===== src/inc/szap_defines.svh =====
// address map and field constants for the secure zone access policy
// assumes a 1600-location bit-addressed array behind the block
`ifndef SZAP_DEFINES_SVH
`define SZAP_DEFINES_SVH

`define SZAP_ADDR_W             11
`define SZAP_LEN_W              10
`define SZAP_ADDR_LAST          11'h63F
`define SZAP_ADDR_ZERO          11'h000
`define SZAP_MAKER_FIRST        11'h010
`define SZAP_MAKER_LAST         11'h04F
`define SZAP_CODE_FIRST         11'h050
`define SZAP_CODE_LAST          11'h05F
`define SZAP_ATTEMPT_FIRST      11'h060
`define SZAP_ATTEMPT_LAST       11'h063
`define SZAP_Z3_FIRST           11'h400
`define SZAP_Z3_LAST            11'h5FF
`define SZAP_Z3_WRITE_PERMIT    11'h400
`define SZAP_Z3_READ_PERMIT     11'h401
`define SZAP_ERASE_LIMIT_FUSE   11'h610
`define SZAP_Z3_ERASE_KEY       11'h62F
`define SZAP_Z3_ERASE_TRIGGER   11'h630
`define SZAP_UNUSED_FIRST       11'h631
`define SZAP_WORD_MASK          11'h7F0
`define SZAP_LEN_BIT            10'h001
`define SZAP_LEN_WORD           10'h010
`define SZAP_LEN_Z3             10'h200
`define SZAP_ZONE2_ERASE_CAP    8'h80
`define SZAP_FUSE_BLOWN         1'b0
`define SZAP_ERASE_LEVEL        1'b1
`define SZAP_WRITE_LEVEL        1'b0

`endif


===== src/inc/szap_pkg.sv =====
// types shared by the access policy, its port checker and its bench
// assumes szap_defines.svh is on the include path
`default_nettype none

package szap_pkg;
	typedef enum logic [2:0]
	{
		SZAP_OP_INC   = 3'h0,
		SZAP_OP_RESET = 3'h1,
		SZAP_OP_READ  = 3'h2,
		SZAP_OP_WRITE = 3'h3,
		SZAP_OP_ERASE = 3'h4,
		SZAP_OP_CMP   = 3'h5
	} szap_op_e;

	typedef enum logic [1:0]
	{
		SZAP_ST_IDLE  = 2'h0,
		SZAP_ST_CODE  = 2'h1,
		SZAP_ST_MATCH = 2'h2,
		SZAP_ST_ARMED = 2'h3
	} szap_valid_e;
endpackage

`default_nettype wire


===== src/core/szap_addr_counter.sv =====
// bit address counter with wrap at the top of the map and clear on reset command
// assumes step and clear come from logic on the same clock
`default_nettype none
`include "szap_defines.svh"

module szap_addr_counter
(
	input  wire logic                    clock,
	input  wire logic                    arst_n,
	input  wire logic                    step,
	input  wire logic                    clear,
	output logic [`SZAP_ADDR_W-1:0]      addr
);
	logic [`SZAP_ADDR_W-1:0] addr_reg;
	logic [`SZAP_ADDR_W-1:0] addr_next;

	always_comb
	begin
		addr_next = addr_reg;
		if (clear)
			addr_next = `SZAP_ADDR_ZERO;
		else if (step)
		begin
			if (addr_reg == `SZAP_ADDR_LAST)
				addr_next = `SZAP_ADDR_ZERO;
			else
				addr_next = addr_reg + 11'h001;
		end
	end

	always_ff @(posedge clock or negedge arst_n)
	begin
		if (!arst_n)
			addr_reg <= `SZAP_ADDR_ZERO;
		else
			addr_reg <= addr_next;
	end

	assign addr = addr_reg;
endmodule

`default_nettype wire


===== src/core/szap_access_policy.sv =====
// access policy for the maker zone and application zone three of a secure bit-serial card
// assumes a serial front end on the same clock issues one op per opValid pulse and
// that the bit array behind it reports the addressed bit and the fuse and permit bits
`default_nettype none
`include "szap_defines.svh"

module szap_access_policy
	import szap_pkg::*;
(
	input  wire logic                    clock,
	input  wire logic                    arst_n,
	input  wire logic                    opValid,
	input  wire szap_pkg::szap_op_e      opCode,
	input  wire logic                    opCmpBit,
	output logic                         opReady,
	input  wire logic                    memRdBit,
	input  wire logic                    makerFuse,
	input  wire logic                    issuerFuse,
	input  wire logic                    zone2EraseLimitFuse,
	input  wire logic                    zone3WritePermit,
	input  wire logic                    zone3ReadPermit,
	input  wire logic                    progBusy,
	output logic [`SZAP_ADDR_W-1:0]      bitAddr,
	output logic                         progStart,
	output logic [`SZAP_ADDR_W-1:0]      progAddr,
	output logic [`SZAP_LEN_W-1:0]       progLen,
	output logic                         progLevel,
	output logic                         readValid,
	output logic                         readData,
	output logic                         opDenied,
	output logic                         securityMode2,
	output logic                         securityValidated,
	output logic                         zone3EraseKeyOk,
	output logic                         zone2EraseLimitOn,
	output logic [7:0]                   zone2EraseCap
);
	import szap_pkg::*;

	logic                     take;
	logic                     mode2;
	logic                     blownMaker;
	logic                     blownIssuer;
	logic                     inMaker;
	logic                     inCode;
	logic                     inAttempt;
	logic                     inZone3;
	logic                     isKey;
	logic                     isTrigger;
	logic                     isLimitFuse;
	logic                     isUnused;
	logic                     isWrite;
	logic                     isErase;
	logic                     cmpHit;
	logic                     allowRead;
	logic                     allowProg;
	logic [`SZAP_ADDR_W-1:0]  grantAddr;
	logic [`SZAP_LEN_W-1:0]   grantLen;
	logic                     stepAddr;
	logic                     clearAddr;
	logic [`SZAP_ADDR_W-1:0]  addr;

	szap_valid_e              valid_reg;
	logic                     codeOk_reg;
	logic [`SZAP_ADDR_W-1:0]  armAddr_reg;
	logic                     sv_reg;
	logic                     keyOk_reg;
	logic                     progStart_reg;
	logic [`SZAP_ADDR_W-1:0]  progAddr_reg;
	logic [`SZAP_LEN_W-1:0]   progLen_reg;
	logic                     progLevel_reg;
	logic                     readValid_reg;
	logic                     readData_reg;
	logic                     denied_reg;

	// a new op must wait for the program cycle so the addressed bit is stable;
	// the start pulse blocks too, as busy only rises one edge after it
	assign opReady = !progBusy && !progStart_reg;
	// an op counts only on an edge where the block can accept it
	assign take = opValid && opReady;

	assign blownMaker = (makerFuse == `SZAP_FUSE_BLOWN);
	assign blownIssuer = (issuerFuse == `SZAP_FUSE_BLOWN);
	assign mode2 = blownIssuer;

	assign stepAddr = take && (opCode == SZAP_OP_INC);
	assign clearAddr = take && (opCode == SZAP_OP_RESET);

	szap_addr_counter u_counter
	(
		.clock (clock),
		.arst_n(arst_n),
		.step  (stepAddr),
		.clear (clearAddr),
		.addr  (addr)
	);

	assign inMaker = (addr >= `SZAP_MAKER_FIRST) && (addr <= `SZAP_MAKER_LAST);
	assign inCode = (addr >= `SZAP_CODE_FIRST) && (addr <= `SZAP_CODE_LAST);
	assign inAttempt = (addr >= `SZAP_ATTEMPT_FIRST) && (addr <= `SZAP_ATTEMPT_LAST);
	assign inZone3 = (addr >= `SZAP_Z3_FIRST) && (addr <= `SZAP_Z3_LAST);
	assign isKey = (addr == `SZAP_Z3_ERASE_KEY);
	assign isTrigger = (addr == `SZAP_Z3_ERASE_TRIGGER);
	assign isLimitFuse = (addr == `SZAP_ERASE_LIMIT_FUSE);
	// the spare tail of the map has no cells, so nothing may program there
	assign isUnused = (addr >= `SZAP_UNUSED_FIRST) && (addr <= `SZAP_ADDR_LAST);
	assign isWrite = (opCode == SZAP_OP_WRITE);
	assign isErase = (opCode == SZAP_OP_ERASE);
	assign cmpHit = (opCode == SZAP_OP_CMP) && (opCmpBit == memRdBit);

	// read permission
	always_comb
	begin
		allowRead = 1'b1;
		if (inMaker)
			allowRead = 1'b1;
		else if (inZone3)
			allowRead = zone3ReadPermit || sv_reg;
	end

	// program permission and extent, decided before any cycle starts
	always_comb
	begin
		allowProg = 1'b0;
		grantAddr = addr;
		grantLen = `SZAP_LEN_BIT;
		if (isUnused)
			allowProg = 1'b0;
		else if (inMaker)
		begin
			// either fuse locks the zone for good
			allowProg = sv_reg && !blownMaker && !blownIssuer;
			if (isErase)
			begin
				grantAddr = addr & `SZAP_WORD_MASK;
				grantLen = `SZAP_LEN_WORD;
			end
		end
		else if (inZone3)
		begin
			if (isWrite)
				allowProg = sv_reg && (!mode2 || zone3WritePermit);
			else if (!mode2)
			begin
				// in mode two only the trigger bit may erase the zone
				allowProg = sv_reg;
				grantAddr = `SZAP_Z3_FIRST;
				grantLen = `SZAP_LEN_Z3;
			end
		end
		else if (isTrigger)
		begin
			// no tally kept here: zone three erases are unlimited
			allowProg = isErase && mode2 && sv_reg && keyOk_reg;
			grantAddr = `SZAP_Z3_FIRST;
			grantLen = `SZAP_LEN_Z3;
		end
		else if (isKey)
			allowProg = !mode2 && sv_reg;
		else if (isLimitFuse)
			allowProg = !mode2 && sv_reg;
		else if (inCode || inAttempt)
		begin
			allowProg = inAttempt && (valid_reg != SZAP_ST_IDLE);
			if (isErase)
			begin
				grantAddr = addr & `SZAP_WORD_MASK;
				grantLen = `SZAP_LEN_WORD;
			end
		end
		else
		begin
			// zones outside this block's scope pass through unchanged
			allowProg = 1'b1;
			if (isErase)
			begin
				grantAddr = addr & `SZAP_WORD_MASK;
				grantLen = `SZAP_LEN_WORD;
			end
		end
	end

	// security code comparison, then write and erase of one attempt bit
	always_ff @(posedge clock or negedge arst_n)
	begin
		if (!arst_n)
		begin
			valid_reg <= SZAP_ST_IDLE;
			codeOk_reg <= 1'b0;
			armAddr_reg <= `SZAP_ADDR_ZERO;
		end
		else if (take)
		begin
			case (valid_reg)
				SZAP_ST_IDLE:
				begin
					if (opCode == SZAP_OP_CMP && addr == `SZAP_CODE_FIRST)
					begin
						valid_reg <= SZAP_ST_CODE;
						codeOk_reg <= cmpHit;
					end
				end
				SZAP_ST_CODE:
				begin
					// anything but a step between compares breaks the sequence
					if (opCode == SZAP_OP_CMP && inCode)
					begin
						codeOk_reg <= codeOk_reg && cmpHit;
						if (addr == `SZAP_CODE_LAST)
							valid_reg <= (codeOk_reg && cmpHit) ? SZAP_ST_MATCH
								: SZAP_ST_IDLE;
					end
					else if (opCode != SZAP_OP_INC)
						valid_reg <= SZAP_ST_IDLE;
				end
				SZAP_ST_MATCH:
				begin
					if (isWrite && inAttempt && memRdBit)
					begin
						valid_reg <= SZAP_ST_ARMED;
						armAddr_reg <= addr;
					end
					else if (opCode != SZAP_OP_INC)
						valid_reg <= SZAP_ST_IDLE;
				end
				SZAP_ST_ARMED:
				begin
					if (opCode != SZAP_OP_INC)
						valid_reg <= SZAP_ST_IDLE;
				end
				default:
					valid_reg <= SZAP_ST_IDLE;
			endcase
		end
	end

	// flags live until power-down; only the power-on reset clears them
	always_ff @(posedge clock or negedge arst_n)
	begin
		if (!arst_n)
			sv_reg <= 1'b0;
		else if (take && isErase && valid_reg == SZAP_ST_ARMED && addr == armAddr_reg)
			sv_reg <= 1'b1;
	end

	// the key is a single bit, so one matching compare verifies it
	always_ff @(posedge clock or negedge arst_n)
	begin
		if (!arst_n)
			keyOk_reg <= 1'b0;
		else if (take && isKey && cmpHit)
			keyOk_reg <= 1'b1;
	end

	// program request toward the array, one pulse per granted op
	// extent and level then hold after the pulse for the array to use
	always_ff @(posedge clock or negedge arst_n)
	begin
		if (!arst_n)
		begin
			progStart_reg <= 1'b0;
			progAddr_reg <= `SZAP_ADDR_ZERO;
			progLen_reg <= `SZAP_LEN_BIT;
			progLevel_reg <= `SZAP_ERASE_LEVEL;
		end
		else
		begin
			progStart_reg <= take && (isWrite || isErase) && allowProg;
			if (take && (isWrite || isErase) && allowProg)
			begin
				progAddr_reg <= grantAddr;
				progLen_reg <= grantLen;
				progLevel_reg <= isErase ? `SZAP_ERASE_LEVEL : `SZAP_WRITE_LEVEL;
			end
		end
	end

	// read answer; a denied read returns zero, and an attempt bit returns the validation flag
	always_ff @(posedge clock or negedge arst_n)
	begin
		if (!arst_n)
		begin
			readValid_reg <= 1'b0;
			readData_reg <= 1'b0;
			denied_reg <= 1'b0;
		end
		else
		begin
			readValid_reg <= take && (opCode == SZAP_OP_READ);
			denied_reg <= take && ((opCode == SZAP_OP_READ && !allowRead)
				|| ((isWrite || isErase) && !allowProg));
			if (take && opCode == SZAP_OP_READ)
			begin
				// attempt bits report the outcome of validation to the host
				if (inAttempt)
					readData_reg <= sv_reg;
				else
					readData_reg <= allowRead && memRdBit;
			end
		end
	end

	assign bitAddr = addr;
	assign progStart = progStart_reg;
	assign progAddr = progAddr_reg;
	assign progLen = progLen_reg;
	assign progLevel = progLevel_reg;
	assign readValid = readValid_reg;
	assign readData = readData_reg;
	assign opDenied = denied_reg;
	assign securityMode2 = mode2;
	assign securityValidated = sv_reg;
	assign zone3EraseKeyOk = keyOk_reg;
	// zone-two tally lives elsewhere; this only tells it whether to count and up to what cap
	assign zone2EraseLimitOn = mode2 && !(zone2EraseLimitFuse == `SZAP_FUSE_BLOWN);
	assign zone2EraseCap = `SZAP_ZONE2_ERASE_CAP;
endmodule

`default_nettype wire


===== config.mk =====
export PLATFORM = sky130hd
export DESIGN_NAME = szap_access_policy
export DESIGN_NICKNAME = d
export VERILOG_FILES = /design/src/inc/szap_pkg.sv /design/src/core/szap_addr_counter.sv /design/src/core/szap_access_policy.sv
export VERILOG_INCLUDE_DIRS = /design/src /design/src/inc
export SDC_FILE = /design/constraint.sdc
export NUM_CORES = 1
export LEC_CHECK = 0
export BUFFER_PORTS_ARGS = -buffer_cell sky130_fd_sc_hd__buf_2
export CAP_MARGIN = 40
export CORE_MARGIN = 2
export CORE_UTILIZATION = 30
export CTS_CLUSTER_SIZE = 12
export DETAILED_ROUTE_END_ITERATION = 8
export SYNTH_ARGS = -nofsm -noshare
export SYNTH_HDL_FRONTEND = slang
export SYNTH_SLANG_ARGS = --single-unit

===== constraint.sdc =====
create_clock -name clock -period 3.05 [get_ports clock]
set_clock_uncertainty 0.15 [all_clocks]
set_input_delay 0.4575 -clock clock [delete_from_list [all_inputs] [get_ports clock]]
set_output_delay 0.4575 -clock clock [all_outputs]
set_load 0.01 [all_outputs]

==> run_results.csv <==
group,metric,value,unit
sta,period_needed,2.799,ns
place,placed_cell_area,3179,um2
clock_network,cts_root_buf,"clkbuf_8",
clock_network,cts_buffers,5,
sta,final-hold-violation-count,10,
final_layout,n_antenna_cell,0,
power,powerDensity,481.6,nW/um2
worst_setup_path,critPathCapture,"progAddr[1]",
clock_network,cts_sinks,46,
clock_network,clk-insertion-delay-late,0.31,ns
power,ir_worst_vdd,0.2680,mV
synthesis,synth_top_area_cell,"dfrtp_1",
synthesis,seq_area_frac_synth,0.4065,
sta,max_freq,357.3,MHz
synthesis,syn_avg_cell_area,9.274,um2
routing,drc,0,
worst_setup_path,crit_fanout,16,
die,die_h,101.3,um
global_routing,antenna_found_initial,0,
sta,timing.final.max_slew_violations,0,
sta,rsz0062_at_grt,"false",
die,io_pins,64,
clock_network,clockBufferDepth,2,
power,p_leak,1.631,nW
worst_setup_path,worstPathRequired,3.10,ns
final_layout,seq_area,1154,um2
worst_setup_path,rr_startpoint,"u_counter.addr[0]",
routing,via_count,2454,
synthesis,synthesis.instances,306,
routing,first_pass_iters,5,
hold_path,min_path_type,"input port to async pin",
routing,vias_per_cell,5.166,
final_layout,fin_area,3334,um2
routing,ant_nets,0,
global_routing,grt_usage,0.1524,
clock_network,cts_tree,"yes",
place,place.port_buffers,48,
place,gp_congestion,0.8968,
worst_setup_path,cp-start-kind,"register",
worst_setup_path,reg2regPathDepth,8,
die,start_util,0.3086,
status,status,"finished with violations",
place,hpwl,5.793,mm
routing,drt_first_iter_violations,175,
die,die_w,101.3,um
routing,routedWlPerCell,15.92,um
synthesis,synth_area,2838,um2
synthesis,synth-seq-cells,46,
global_routing,overflow,0,
clock_network,cts_htree_levels,2,
synthesis,yosysUniqueCellTypes,60,
sta,post-route-period-util,0.9177,
final_layout,layout-drive-gt1-share,0.2692,
clock_network,path_clk_slew,0.10,ns
final_layout,syn_to_final_growth,17.50,%
worst_setup_path,critPathKind,"register to register",
routing,totalWireLength,7.562,mm
synthesis,async_flop_share,1.000,
sta,worst_slew_pin_slew,0.5865,ns
global_routing,grt_pass1_wl,12.30,mm
sta,relSlewSlack,0.6090,
global_routing,grt_pass1_vias,2309,
synthesis,synth_ff_type,"dfrtp_1",
worst_setup_path,rrSetupSlack,0.25,ns
sta,layout_setup_ws,0.2512,ns
final_layout,nNetsFinal,380,
final_layout,fillCellCount,937,
die,dieArea,10250,um2
status,violations,"hold timing",
synthesis,synth_edf_count,0,
global_routing,grt_max_degree,25,
synthesis,synth_top_area_share,0.3880,
sta,setup_tns,0,ns
die,rows,35,
worst_setup_path,critical_path.startpoint,"u_counter.addr[0]",
sta,setup_viol,0,
worst_setup_path,rr_endpoint,"progAddr[1]",
sta,hold_slack,-0.01166,ns
worst_setup_path,cp.arrival,2.85,ns
final_layout,multi_input_area,1465,um2
synthesis,yosysWarnings,0,
worst_setup_path,cp-end-kind,"register",
die,core_area,9196,um2
place,pre_cts_ws,0.2314,ns
clock_network,hold_buffers,0,
job,maxCapViolCount,0,
synthesis,synth.area.top_cells,"dfrtp_1 (39%), buf_4 (4.5%), nand2_1 (3.7%), o21ai_0 (3.5%), xnor2_1 (3.4%)",
==> cell type report <==
cell class,count,area share
timing repair buffer,67,0.1208
sequential,46,0.3460
tap,111,0.04165
clock inverter,3,0.01463
inverter,15,0.01689
clock buffer,5,0.02064
multi-input combinational,228,0.4394
==> synthesized netlist by cell type, drive strengths merged, types with 2 or more instances <==
cell type   n
a31oi       3
o22ai       4
inv        15
dfrtp      44
dfstp       2
and3b       3
xor2        2
nand2      28
nor2       21
nand2b      4
nand4       6
a31o        2
or4         4
or3         4
nor3b       3
clkbuf      8
a21oi      12
nor4        5
ha          3
o21ai      20
mux2i       7
xnor2      11
o31ai       2
o41ai       3
buf        22
and3        2
mux2        9
a21o        2
nor3        5
and2        9
nor2b       6
nand3b      2
nand3      16
conb        2
==> placed cells by master, fill, tap and decap left out, types with 4 or more instances in the layout <==
master    instances
buf_4            18
xnor2_1          11
conb_1           15
inv_1            15
mux2_2            6
nor2_1           21
nor2b_1           6
nor3_1            5
or3_1             4
nand2b_1          4
nand3_1          16
buf_2            48
nand2_1          28
clkbuf_8          5
dfrtp_1          44
a21oi_1          12
o21ai_0          20
and2_1            9
o22ai_1           4
mux2i_1           7
==> power by group <==
part	switching (mW)	total, mW	internal, mW
clock network	0.233	0.483	0.250
logic	0.200	0.359	0.159
registers	0.0850	0.763	0.678
==> cell families (layout without fill, tap and decap cells) <==
family	after synthesis	in the layout	share of synthesized area
buf+inv	45	90	0.09435
fa+ha+maj	3	3	0.01323
flops	46	46	0.4065
other cells	2	15	0.002646
mux	16	16	0.06437
xor+xnor	13	13	0.04012
simple gates	123	123	0.2482
compound gates	58	58	0.1305
==> routing by layer <==
layer | vias to the layer above | part of all wire | global-route usage
met3 | 16 | 0.062 | 0.03727
met5 | - | 0 | 0
met1 | 1179 | 0.47 | 0.2137
li1 | 1161 | - | -
met2 | 98 | 0.45 | 0.2379
met4 | 0 | 0.019 | 0.03534
==> critical path, cell delays in order (launching register included) <==
cell and delay [ns]:
dfrtp_1 0.48, inv_1 0.15, ha_1 0.15, or3b_2 0.49, nor3b_1 0.20, o21ai_0 0.14
a32o_2 0.31, nand4_4 0.24, mux2_2 0.37
==> per-stage QoR <==
stage | power [mW] | std cells | util
floorplan | 0.9985 | 319 | -
global placement | 1.119 | 461 | 0.3427
detailed placement | 1.133 | 462 | 0.3457
CTS | 1.616 | 470 | 0.3585
global route | 1.709 | 475 | 0.3626
finish | 1.606 | 475 | 0.3626
==> worst min path at each step <==
stage                              start               to  cells past startpoint
after global placement    armAddr_reg[6]   armAddr_reg[6]                      1
final                             arst_n         readData                      1
after detailed placement  armAddr_reg[6]   armAddr_reg[6]                      1
after global routing              arst_n  zone3EraseKeyOk                      1
after CTS                         arst_n  zone3EraseKeyOk                      1
after floorplan                   arst_n   armAddr_reg[0]                      0
==> timing repair <==
item                       in CTS  in global routing
setup buffers                   0                  5
setup endpoints to repair       0                  2
gates resized for setup         0                  0
No activity file was read; power rests on OpenSTA's default activity.
